## src/seecp_pkg.sv

```systemverilog
// Constants shared by the serial EEPROM command port
package seecp_pkg;
	localparam int ADDR_W = 6;
	localparam int DATA_W = 16;
	localparam int WORDS = 64;
	localparam int FIFO_DEPTH = 32;
	// Opcodes
	localparam logic [1:0] OP_EXT = 2'h0;
	localparam logic [1:0] OP_WRITE = 2'h1;
	localparam logic [1:0] OP_READ = 2'h2;
	localparam logic [1:0] OP_ERASE = 2'h3;
	// Extended sub-codes in the upper address bits
	localparam logic [1:0] EXT_DIS = 2'h0;
	localparam logic [1:0] EXT_FILL = 2'h1;
	localparam logic [1:0] EXT_CLEAR = 2'h2;
	localparam logic [1:0] EXT_EN = 2'h3;
	// Field lengths in link clocks
	localparam logic [4:0] OPC_BITS = 5'h02;
	localparam logic [4:0] ADR_BITS = 5'h06;
	localparam logic [4:0] DAT_BITS = 5'h10;
	localparam logic [DATA_W-1:0] ERASED = 16'hFFFF;
	// Programming time
	localparam int PROG_MS = 15;
	localparam int CLK_MHZ = 100;
	localparam int PROG_CYCLES = PROG_MS * 1000 * CLK_MHZ;
	typedef enum logic [2:0] {
		SEECP_IDLE, SEECP_OPC, SEECP_ADR, SEECP_DAT, SEECP_RD, SEECP_DONE
	} seecp_state_t;
endpackage : seecp_pkg

```

## src/seecp_fifo.sv

```systemverilog
// Small valid/ready FIFO for read words
`timescale 1ns/1ps
module seecp_fifo #(
	parameter int WIDTH = 16,
	parameter int DEPTH = 32
) (
	input wire logic clk_sys,
	input wire logic rst_n,
	input wire logic flush,
	input wire logic in_valid,
	output logic in_ready,
	input wire logic [WIDTH-1:0] in_data,
	output logic out_valid,
	input wire logic out_ready,
	output logic [WIDTH-1:0] out_data
);
	localparam int AW = $clog2(DEPTH);
	logic [WIDTH-1:0] mem [DEPTH];
	logic [AW:0] wp_r;
	logic [AW:0] rp_r;
	wire logic full = (wp_r[AW] != rp_r[AW]) && (wp_r[AW-1:0] == rp_r[AW-1:0]);
	wire logic empty = (wp_r == rp_r);
	wire logic push = in_valid && !full;
	wire logic pop = out_valid && out_ready;
	assign in_ready = !full;
	assign out_valid = !empty;
	assign out_data = mem[rp_r[AW-1:0]];
	always_ff @(posedge clk_sys) begin
		if (push)
			mem[wp_r[AW-1:0]] <= in_data;
	end
	always_ff @(posedge clk_sys or negedge rst_n) begin
		if (!rst_n) begin
			wp_r <= '0;
			rp_r <= '0;
		end else if (flush) begin
			wp_r <= '0;
			rp_r <= '0;
		end else begin
			if (push)
				wp_r <= wp_r + 1'b1;
			if (pop)
				rp_r <= rp_r + 1'b1;
		end
	end
endmodule : seecp_fifo

```

## src/seecp_port.sv

```systemverilog
// Serial EEPROM command port: link decoder, array and programming timer
`timescale 1ns/1ps

module seecp_port #(
	parameter int PROG_CYCLES = seecp_pkg::PROG_CYCLES
) (
	input wire logic clk_sys,
	input wire logic rst_n,
	input wire logic select_in,
	input wire logic serial_clock_in,
	input wire logic serial_data_in,
	output logic serial_data_out,
	output logic serial_data_oe_n,
	output logic busy,
	output logic write_enabled,
	output logic rd_valid,
	input wire logic rd_ready,
	output logic [15:0] rd_data
);
	// ------------------------------------------------------------
	// Input synchronisers
	// ------------------------------------------------------------
	logic [2:0] cs_s_r;
	logic [2:0] sk_s_r;
	logic [1:0] di_s_r;
	always_ff @(posedge clk_sys or negedge rst_n) begin
		if (!rst_n) begin
			cs_s_r <= 3'h0;
			sk_s_r <= 3'h0;
			di_s_r <= 2'h0;
		end else begin
			cs_s_r <= {cs_s_r[1:0], select_in};
			sk_s_r <= {sk_s_r[1:0], serial_clock_in};
			di_s_r <= {di_s_r[0], serial_data_in};
		end
	end
	wire logic cs = cs_s_r[1];
	wire logic cs_rise = cs_s_r[1] && !cs_s_r[2];
	wire logic cs_fall = !cs_s_r[1] && cs_s_r[2];
	// Only clock rises seen while selected count
	wire logic sk_rise = cs && sk_s_r[1] && !sk_s_r[2];
	wire logic di = di_s_r[1];

	// ------------------------------------------------------------
	// Command decoder
	// ------------------------------------------------------------
	seecp_pkg::seecp_state_t st_r;
	seecp_pkg::seecp_state_t st_nxt;
	logic [4:0] cnt_r;
	logic [1:0] opc_r;
	logic [5:0] adr_r;
	logic [15:0] dat_r;
	logic [16:0] sh_r;
	logic we_r;
	logic ready_show_r;
	logic [31:0] tmr_r;
	logic prog_r;
	logic [5:0] prog_adr_r;
	logic [15:0] prog_word_r;
	logic prog_all_r;
	logic do_r;
	logic oe_n_r;
	logic [15:0] mem [seecp_pkg::WORDS];

	// Fill is the only extended command that carries data
	function automatic logic fill_decode(input logic [1:0] opc,
		input logic [1:0] top);
		return opc == seecp_pkg::OP_EXT && top == seecp_pkg::EXT_FILL;
	endfunction : fill_decode

	wire logic [4:0] cnt_inc = cnt_r + 5'h01;
	wire logic is_ext = (opc_r == seecp_pkg::OP_EXT);
	wire logic [1:0] ext = adr_r[5:4];
	wire logic [5:0] adr_next = {adr_r[4:0], di};
	wire logic [15:0] dat_next = {dat_r[14:0], di};
	wire logic cmd_fill = fill_decode(opc_r, ext);
	// Decided on the final address bit; adr_r still lacks it there
	wire logic needs_data = (opc_r == seecp_pkg::OP_WRITE) ||
		fill_decode(opc_r, adr_next[5:4]);
	wire logic last_opc = sk_rise && st_r == seecp_pkg::SEECP_OPC &&
		cnt_inc == seecp_pkg::OPC_BITS;
	wire logic last_adr = sk_rise && st_r == seecp_pkg::SEECP_ADR &&
		cnt_inc == seecp_pkg::ADR_BITS;
	wire logic last_dat = sk_rise && st_r == seecp_pkg::SEECP_DAT &&
		cnt_inc == seecp_pkg::DAT_BITS;
	wire logic start_bit = sk_rise && st_r == seecp_pkg::SEECP_IDLE && di;
	// Read decision made on the final address bit
	wire logic rd_go = last_adr && opc_r == seecp_pkg::OP_READ &&
		!prog_r;

	always_comb begin
		st_nxt = st_r;
		if (!cs || cs_rise) begin
			st_nxt = seecp_pkg::SEECP_IDLE;
		end else if (sk_rise) begin
			unique case (st_r)
			seecp_pkg::SEECP_IDLE:
				if (di)
					st_nxt = seecp_pkg::SEECP_OPC;
			seecp_pkg::SEECP_OPC:
				if (last_opc)
					st_nxt = seecp_pkg::SEECP_ADR;
			seecp_pkg::SEECP_ADR:
				if (last_adr) begin
					if (opc_r == seecp_pkg::OP_READ)
						st_nxt = seecp_pkg::SEECP_RD;
					else if (needs_data)
						st_nxt = seecp_pkg::SEECP_DAT;
					else
						st_nxt = seecp_pkg::SEECP_DONE;
				end
			seecp_pkg::SEECP_DAT:
				if (last_dat)
					st_nxt = seecp_pkg::SEECP_DONE;
			seecp_pkg::SEECP_RD:
				st_nxt = seecp_pkg::SEECP_RD;
			seecp_pkg::SEECP_DONE:
				st_nxt = seecp_pkg::SEECP_DONE;
			// Codes six and seven are unused; recover to idle
			default:
				st_nxt = seecp_pkg::SEECP_IDLE;
			endcase
		end
	end

	always_ff @(posedge clk_sys or negedge rst_n) begin
		if (!rst_n)
			st_r <= seecp_pkg::SEECP_IDLE;
		else
			st_r <= st_nxt;
	end

	// Field shift registers
	always_ff @(posedge clk_sys or negedge rst_n) begin
		if (!rst_n) begin
			cnt_r <= 5'h00;
			opc_r <= 2'h0;
			adr_r <= 6'h00;
			dat_r <= 16'h0000;
		end else if (st_r != st_nxt) begin
			cnt_r <= 5'h00;
			if (st_r == seecp_pkg::SEECP_OPC)
				opc_r <= {opc_r[0], di};
			if (st_r == seecp_pkg::SEECP_ADR)
				adr_r <= adr_next;
			if (st_r == seecp_pkg::SEECP_DAT)
				dat_r <= dat_next;
		end else if (sk_rise) begin
			cnt_r <= cnt_inc;
			if (st_r == seecp_pkg::SEECP_OPC)
				opc_r <= {opc_r[0], di};
			if (st_r == seecp_pkg::SEECP_ADR)
				adr_r <= adr_next;
			if (st_r == seecp_pkg::SEECP_DAT)
				dat_r <= dat_next;
		end
	end

	// ------------------------------------------------------------
	// Programming and enable
	// ------------------------------------------------------------
	// Command is complete only in DONE; short cycles do nothing
	wire logic cmd_done = cs_fall && st_r == seecp_pkg::SEECP_DONE;
	wire logic cmd_prog = (opc_r == seecp_pkg::OP_WRITE) ||
		(opc_r == seecp_pkg::OP_ERASE) || cmd_fill ||
		(is_ext && ext == seecp_pkg::EXT_CLEAR);
	wire logic prog_go = cmd_done && cmd_prog && we_r && !prog_r;
	wire logic [15:0] wr_word = (opc_r == seecp_pkg::OP_WRITE || cmd_fill) ?
		dat_r : seecp_pkg::ERASED;
	wire logic wr_all = is_ext;
	wire logic prog_end = prog_r && tmr_r == 32'h0;

	// Only a complete command reaches DONE; a cut cycle changes nothing
	always_ff @(posedge clk_sys or negedge rst_n) begin
		if (!rst_n) begin
			we_r <= 1'b0;
		end else if (cmd_done && is_ext) begin
			if (ext == seecp_pkg::EXT_EN)
				we_r <= 1'b1;
			else if (ext == seecp_pkg::EXT_DIS)
				we_r <= 1'b0;
		end
	end

	// Timer spans the whole self-timed cycle; busy lags it by one edge
	always_ff @(posedge clk_sys or negedge rst_n) begin
		if (!rst_n) begin
			prog_r <= 1'b0;
			tmr_r <= 32'h0;
		end else if (prog_go) begin
			prog_r <= 1'b1;
			tmr_r <= 32'(PROG_CYCLES - 1);
		end else if (prog_r) begin
			tmr_r <= tmr_r - 32'h1;
			if (prog_end)
				prog_r <= 1'b0;
		end
	end

	// Fields latched at the select fall: a read clocked in while
	// busy shifts adr_r and must not redirect the pending write
	always_ff @(posedge clk_sys or negedge rst_n) begin
		if (!rst_n) begin
			prog_adr_r <= 6'h00;
			prog_word_r <= 16'h0000;
			prog_all_r <= 1'b0;
		end else if (prog_go) begin
			prog_adr_r <= adr_r;
			prog_word_r <= wr_word;
			prog_all_r <= wr_all;
		end
	end

	// ------------------------------------------------------------
	// Array
	// ------------------------------------------------------------
	// One select line per word; all of them for fill and clear-all
	logic [seecp_pkg::WORDS-1:0] word_hit;
	for (genvar g = 0; g < seecp_pkg::WORDS; g++) begin : g_hit
		assign word_hit[g] = prog_all_r || prog_adr_r == 6'(g);
	end

	// Array written when the self-timed cycle completes
	always_ff @(posedge clk_sys) begin
		if (prog_end) begin
			for (int i = 0; i < seecp_pkg::WORDS; i++) begin
				if (word_hit[i])
					mem[i] <= prog_word_r;
			end
		end
	end

	// Ready shown after a programming cycle until a start bit
	always_ff @(posedge clk_sys or negedge rst_n) begin
		if (!rst_n)
			ready_show_r <= 1'b0;
		else if (prog_end)
			ready_show_r <= 1'b1;
		else if (start_bit)
			ready_show_r <= 1'b0;
	end

	// ------------------------------------------------------------
	// Serial output
	// ------------------------------------------------------------
	// Enable registered beside the data so both move on one edge
	wire logic out_active = cs && (st_r == seecp_pkg::SEECP_RD ||
		prog_r || ready_show_r) && !start_bit;
	always_ff @(posedge clk_sys or negedge rst_n) begin
		if (!rst_n) begin
			sh_r <= 17'h00000;
			do_r <= 1'b0;
			oe_n_r <= 1'b1;
		end else begin
			oe_n_r <= !out_active;
			if (rd_go) begin
				sh_r <= {1'b0, mem[adr_next]};
				do_r <= 1'b0;
			// Read while busy shows busy, never stale shift data
			end else if (st_r == seecp_pkg::SEECP_RD && !prog_r) begin
				if (sk_rise) begin
					do_r <= sh_r[15];
					sh_r <= {sh_r[15:0], 1'b0};
				end
			end else begin
				do_r <= !prog_r;
			end
		end
	end
	assign serial_data_out = do_r;
	assign serial_data_oe_n = oe_n_r;

	// ------------------------------------------------------------
	// Read word stream
	// ------------------------------------------------------------
	// Each read word is also offered to local logic; drops if full
	// Output stage keeps the stream ports on flip-flops; it holds
	// one word beyond the FIFO itself
	logic fifo_valid;
	logic [15:0] fifo_data;
	wire logic fifo_take = !rd_valid || rd_ready;

	seecp_fifo #(
		.WIDTH(seecp_pkg::DATA_W),
		.DEPTH(seecp_pkg::FIFO_DEPTH)
	) u_fifo (
		.clk_sys(clk_sys),
		.rst_n(rst_n),
		.flush(1'b0),
		.in_valid(rd_go),
		.in_ready(),
		.in_data(mem[adr_next]),
		.out_valid(fifo_valid),
		.out_ready(fifo_take),
		.out_data(fifo_data)
	);

	always_ff @(posedge clk_sys or negedge rst_n) begin
		if (!rst_n) begin
			rd_valid <= 1'b0;
			rd_data <= 16'h0000;
		end else if (fifo_take) begin
			rd_valid <= fifo_valid;
			if (fifo_valid)
				rd_data <= fifo_data;
		end
	end

	// Status ports mirror internal state one edge late
	always_ff @(posedge clk_sys or negedge rst_n) begin
		if (!rst_n) begin
			busy <= 1'b0;
			write_enabled <= 1'b0;
		end else begin
			busy <= prog_r;
			write_enabled <= we_r;
		end
	end
endmodule : seecp_port

```

## config.mk

```make
export PLATFORM = sky130hd
export DESIGN_NAME = seecp_port
export DESIGN_NICKNAME = d
export VERILOG_FILES = /design/src/seecp_pkg.sv /design/src/seecp_fifo.sv /design/src/seecp_port.sv
export SDC_FILE = /design/constraint.sdc
export NUM_CORES = 2
export LEC_CHECK = 0
export ABC_AREA = 1
export ABC_CLOCK_PERIOD_IN_PS = 8200
export BUFFER_PORTS_ARGS = -buffer_cell sky130_fd_sc_hd__buf_2
export CORE_AREA = 2 2 270 405
export CTS_CLUSTER_DIAMETER = 30
export DETAILED_ROUTE_END_ITERATION = 10
export DIE_AREA = 0 0 272 407
export HOLD_SLACK_MARGIN = 0.08
export PLACE_DENSITY = 0.81
export REMOVE_ABC_BUFFERS = 1
export SETUP_SLACK_MARGIN = 0.1
export SLEW_MARGIN = 5
export SYNTH_ARGS = -nofsm -noshare
export SYNTH_HDL_FRONTEND = slang
export SYNTH_SLANG_ARGS = --single-unit
```

## constraint.sdc

```tcl
create_clock -name clk_sys -period 8.2 [get_ports clk_sys]
set_input_delay 1.64 -clock clk_sys [delete_from_list [all_inputs] [get_ports clk_sys]]
set_output_delay 1.64 -clock clk_sys [all_outputs]
set_load 0.01 [all_outputs]
```

Word-level counts from Yosys, hierarchy flattened

Memories as Yosys holds them, arrays and structs flattened. A register that Yosys moved wholly into a read port is not among the register bits.
Cells that the tools add are included.

RAM bits: 1,536
Register bits after elaboration: 131
Bits of input ports: 6
Word-level logic and storage cells: 469
Memories: 2

Equality and inequality tests: 83
Reductions and logical operators: 126
Add/sub/neg operators: 4
Multiplexer cells: 230
Bitwise gates (word level): 1

Memories:

| memory     | depth | width | rd ports | clocked after Yosys merged registers in | wr ports | line             | source |
|---|---|---|---|---|---|---|---|
| mem        | 64    | 16    | 1        | 0                                       | 64       | seecp_port.sv:63 | `logic [15:0] mem [seecp_pkg::WORDS];` |
| u_fifo.mem | 32    | 16    | 1        | 1                                       | 1        | seecp_fifo.sv:18 | `logic [WIDTH-1:0] mem [DEPTH];` |

Operators by type and width:

| operator                                            | count |
|---|---|
| two-way mux 1 bit                                   | 204 |
| == test 6 bit (second input constant)               | 32 |
| two-way mux 16 bit                                  | 7 |
| == test 6 x 5 -> 1 bit (second input constant)      | 16 |
| logical OR 1 bit                                    | 73 |
| two-way mux 32 bit                                  | 2 |
| == test 6 x 4 -> 1 bit (second input constant)      | 8 |
| logical NOT 32 bit                                  | 1 |
| subtractor 32 x 1 -> 32 bit (second input constant) | 1 |
| logical AND 1 bit                                   | 29 |
| == test 6 x 3 -> 1 bit (second input constant)      | 4 |
| two-way mux 3 bit                                   | 8 |
| two-way mux 6 bit                                   | 3 |
| one-hot mux 3 bit (6 select lines)                  | 1 |
| adder 6 x 1 -> 6 bit (second input constant)        | 2 |
| == test 6 x 2 -> 1 bit (second input constant)      | 2 |
| nonzero test 2 bit                                  | 6 |
| logical NOT 1 bit                                   | 10 |
| two-way mux 5 bit                                   | 2 |
| == test 2 bit (second input constant)               | 4 |
| == test 2 x 1 -> 1 bit (second input constant)      | 3 |
| == test 3 x 2 -> 1 bit (second input constant)      | 2 |
| == test 3 bit (second input constant)               | 2 |
| == test 6 x 1 -> 1 bit (second input constant)      | 1 |
| other kinds (16)                                    | 21 |

Logic depth before layout (Yosys ltp)

Depth in word-level cells: 11
Depth in mapped cells: 18

Hierarchy

From an unflattened synthesis, not the netlist that was laid out.

Cell total of the unflattened synthesis: 5,503
Area total of the unflattened synthesis: 68,125.3 um^2

Modules (own cells, without submodules):

| module     | seq. area each (um^2) | instances | cells an instance | area an instance (um^2) |
|---|---|---|---|---|
| seecp_port | 34,129.0              | 1         | 3,707             | 46,600.9 |
| seecp_fifo | 15,675.0              | 1         | 1,796             | 21,524.4 |

Worst setup path after synthesis

Ideal clock, no wire load.

Path type: register to register
Start point: reg cnt_r[0]
End point: mem u_fifo.mem[23][0], enable pin
Setup time: 0.409 ns
Arrival: 2.944 ns
Cell stages (with the launch flop): 13
Required time: 7.791 ns
Path slack: 4.847 ns
Path buffers: 0
Path through: dfrtp_1 > ha_1 > nand2_1 > inv_1 > nor2_1 > nand2_2 > nor2_2 > nand4_1 > nor2_4 > nand2_2 > nor2_4 > nand2_1 > nor3_1

Word-level cells in the longest chain between the ends: 8

RTL lines:

| what                                    | line              | source |
|---|---|---|
| start: declaration                      | seecp_port.sv:49  | `logic [4:0] cnt_r;` |
| start signal: assignment                | seecp_port.sv:149 | `cnt_r <= cnt_inc;` |
| adder 5 x 1 -> 5 bit                    | seecp_port.sv:71  | `wire logic [4:0] cnt_inc = cnt_r + 5'h01;` |
| == test 5 x 3 -> 1 bit                  | seecp_port.sv:83  | `cnt_inc == seecp_pkg::ADR_BITS;` |
| logical AND 1 bit                       | seecp_port.sv:82  | `wire logic last_adr = sk_rise && st_r == seecp_pkg::SEECP_ADR &&` |
| logical AND 1 bit (2 in series)         | seecp_port.sv:88  | `wire logic rd_go = last_adr && opc_r == seecp_pkg::OP_READ &&` |
| logical AND 1 bit                       | seecp_fifo.sv:23  | `wire logic push = in_valid && !full;` |
| two-way mux 1 bit                       | seecp_fifo.sv:29  | `if (push)` |
| two-way mux 1 bit (implied by the code) | seecp_fifo.sv:30  | `mem[wp_r[AW-1:0]] <= in_data;` |
| end: declaration                        | seecp_fifo.sv:18  |  |

Every way passes these cells.

Worst setup path in the final report

Start point: reg di_s_r[1]
End point: reg sh_r[11]

Word-level cells in the longest chain between the ends: 2

RTL lines:

| what                     | line              | source |
|---|---|---|
| start: declaration       | seecp_port.sv:25  | `logic [1:0] di_s_r;` |
| start signal: assignment | seecp_port.sv:34  | `di_s_r <= {di_s_r[0], serial_data_in};` |
| memory (64 x 16 bit)     | --                |  |
| via u_fifo.in_data[11]   | seecp_fifo.sv:12  | `input wire logic [WIDTH-1:0] in_data,` |
| two-way mux 16 bit       | seecp_port.sv:256 | `if (rd_go) begin` |
| end signal: assignment   | seecp_port.sv:257 | `sh_r <= {1'b0, mem[adr_next]};` |
| end signal: assignment   | seecp_port.sv:263 | `sh_r <= {sh_r[15:0], 1'b0};` |
| end: declaration         | seecp_port.sv:53  | `logic [16:0] sh_r;` |

The timed path passes the listed nets, and every way through them passes these cells.
A chain may end at the register's enable or synchronous reset.

==> flow_summary_export.csv <==
group,metric,value,unit
die,die_area,111000,um^2
detailed_routing,wirelength,177000,um
yosys,syn_area,67100,um^2
pwr,leakagePower,20.6,nW
clock_network,cts_tree,"built",
global_routing,grt_max_degree,206,
setup_path,critPathRequiredTime,8.91,ns
cells_and_area,final_util,69.8,%
yosys,synth_async_sr_flop_share,8.73,%
yosys,ys_types,48,
timing,max-slew-margin-rel,8.83,%
setup_path,path_class,"flip-flop to flip-flop",
pwr,p_per_area,260,nW/um^2
yosys,syn_area_per_cell,12.8,um^2
flow_run,cap_violations,0,
timing,period_share,58.8,%
clock_network,cts_hold_buf,0,
clock_network,cts-root-buf,"clkbuf_16",
pwr,power,19.4,mW
cells_and_area,syn_to_final_growth,11.1,%
cells_and_area,drive_gt1_share,10.2,%
detailed_routing,first_pass_iters,9,
timing,finalMaxSlewViolations,0,
setup_path,cp_max_fo,176,
setup_path,cp-end-kind,"flip-flop",
yosys,synth_edf_count,1536,
timing,finalSetupViolations,0,
timing,tightestPinTransition,1.37,ns
die,fp-row-count,147,
cells_and_area,final_net_count,5208,
cells_and_area,layout.cells.non_filler,6749,
timing,rsz0062_at_grt,"false",
yosys,ys_ff_latch,1683,
timing,period_needed,4.82,ns
placed_design,numPlacedInstances,6433,
detailed_routing,drc_errors,0,
die,die_y,407,um
cells_and_area,mostFrequentLayoutCells,"1536 x edfxtp_1, 916 x nor2_1, 852 x o21ai_0",
clock_network,path_clk_slew,0.07,ns
global_routing,grtUsageTotal,31.7,%
clock_network,clock_latency,0.80,ns
clock_network,cts.repair.resized,0,
die,ios,27,
global_routing,grt_pass1_vias,44300,
detailed_routing,viasPerCell,6.71,
placed_design,gp_congestion,0.866,
global_routing,overflow,0,
die,die_w,272,um
detailed_routing,drt_iter0_drc,6304,
placed_design,dp_hpwl,94300,um
clock_network,post_cts_buffers,0,
setup_path,startpoint_type,"flip-flop",
detailed_routing,vias,45300,
timing,worst_clock_skew,0.0471,ns
cells_and_area,layout_commonest_cell,"edfxtp_1",
setup_path,critical_path_arrival,5.53,ns
clock_network,max-clock-path-buffers,3,
clock_network,h-tree-depth,4,
hold_path,min_from,"di_s_r[0]",
global_routing,grt_pass1_wl,261000,um
cells_and_area,n_antenna_cell,0,
yosys,yosys_most_used_dff,"edfxtp_1",
clock_network,numClockSinks,1683,
timing,hold_violations,0,
setup_path,startpoint,"di_s_r[1]",
setup_path,r2r_start,"di_s_r[1]",
hold_path,min_path_type,"flip-flop to flip-flop",
clock_network,numCtsBuffers,170,
pwr,peakVddDrop,0.310,mV
placed_design,placement.io_buffers,26,
yosys,ys_seq_area_share,74.2,%
timing,fmax,0.208,GHz
outcome,status,"finished, final reports clean",
detailed_routing,ant_nets,0,
die,initial_core_util,62.8,%
yosys,syn_inst,5246,
yosys,ys_warn_count,0,
detailed_routing,wl_per_cell,26.2,um
die,core-area,107000,um^2
global_routing,grt_antenna_before_repair,1,
## layer usage
layer,global-route usage (%),part of all wire [%],up-vias
met5,0,0.010,-
met2,53.1,49,3223
met3,5.79,10,724
met1,36.7,32,21900
met4,23.7,8.1,2
li1,-,-,19400
## sequential cells by signal, summed over array words and instances (netlist names), 2 cells and up
signal	cells
opc_r	2
sk_s_r	3
prog_word_r	16
u_fifo.rp_r	6
mem	1024
adr_r	6
prog_adr_r	6
sh_r	16
cs_s_r	3
rd_data	16
tmr_r	32
cnt_r	5
st_r	3
u_fifo.wp_r	6
di_s_r	2
dat_r	16
u_fifo.mem	512
## cell type report
class                           count  area, um^2
Clock inverter                    129        1400
Clock buffer                      187        4370
Timing Repair Buffer              149        1130
Tap cell                         1415        1770
Inverter                          102         404
Fill cell                        6509       32300
Multi-Input combinational cell   3084       15600
Sequential cell                  1683       49800
## cells by family after synthesis
logic type	after synthesis	share of synthesized area (%)
flops	1683	74.2
simple gates	1656	10.2
compound gates	1398	12.3
buf+inv	479	2.83
xor+xnor	14	0.183
fa+ha+maj	12	0.224
mux	4	0.0616
## critical path, stage by stage (launching register included)
cell and delay [ns]:
dfrtp_4 0.73, inv_8 0.65, buf_12 0.61, o21ai_0 0.21, o221ai_1 0.22, nand3_1 0.19
nand2_1 0.13, nand2_1 0.07, nand2_1 0.24, inv_1 0.09, nand2_1 0.82, nand2_1 0.14
a21oi_1 0.19
## through the flow
stage                      TNS, ns  hold slack, ns  area (um^2)  worst slack (ns)
after floorplan           -6567.08           0.331        65600            -10.01
after global placement           0           0.333        68800              3.77
after detailed placement         0           0.350        68800              3.66
after CTS                        0           0.362        74500              3.60
after global routing             0           0.381        74500              3.21
final                            0           0.358        74500              3.38
## final timing paths
path,depth (start not counted),slack (ns),to
min,0,0.36,di_s_r[1]
min reg2reg,0,0.36,di_s_r[1]
max,12,3.38,sh_r[11]
min in group asynchronous,1,0.94,sh_r[14]
max in group asynchronous,2,5.80,adr_r[0]
max reg2reg,12,3.38,sh_r[11]
## cell usage after synthesis (4+ instances only)
master	number	area, um^2
nor4_1	5	31.3
inv_2	7	26.3
dfrtp_1	146	3650
clkbuf_1	292	1100
xor2_1	11	96.3
a21oi_1	85	425
edfxtp_1	1536	46100
buf_2	64	320
nand2_1	387	1450
nand3_1	255	1280
o22ai_1	144	901
inv_1	87	327
clkinv_1	8	30.0
buf_4	4	30.0
ha_1	12	150
nor2_1	919	3450
o221ai_1	227	1990
nor3_1	19	95.1
o21ai_0	852	4260
buf_1	16	60.1
nand4_1	52	325
o211ai_1	76	571
## report_power, final
group          internal, mW  switching (mW)  total, mW  leakage, nW
Clock                  4.43            3.42       7.85         2.78
Combinational         0.499            1.55       2.05         6.02
Sequential             9.30           0.175       9.48         11.8
Power figures use the tool's default switching activity.
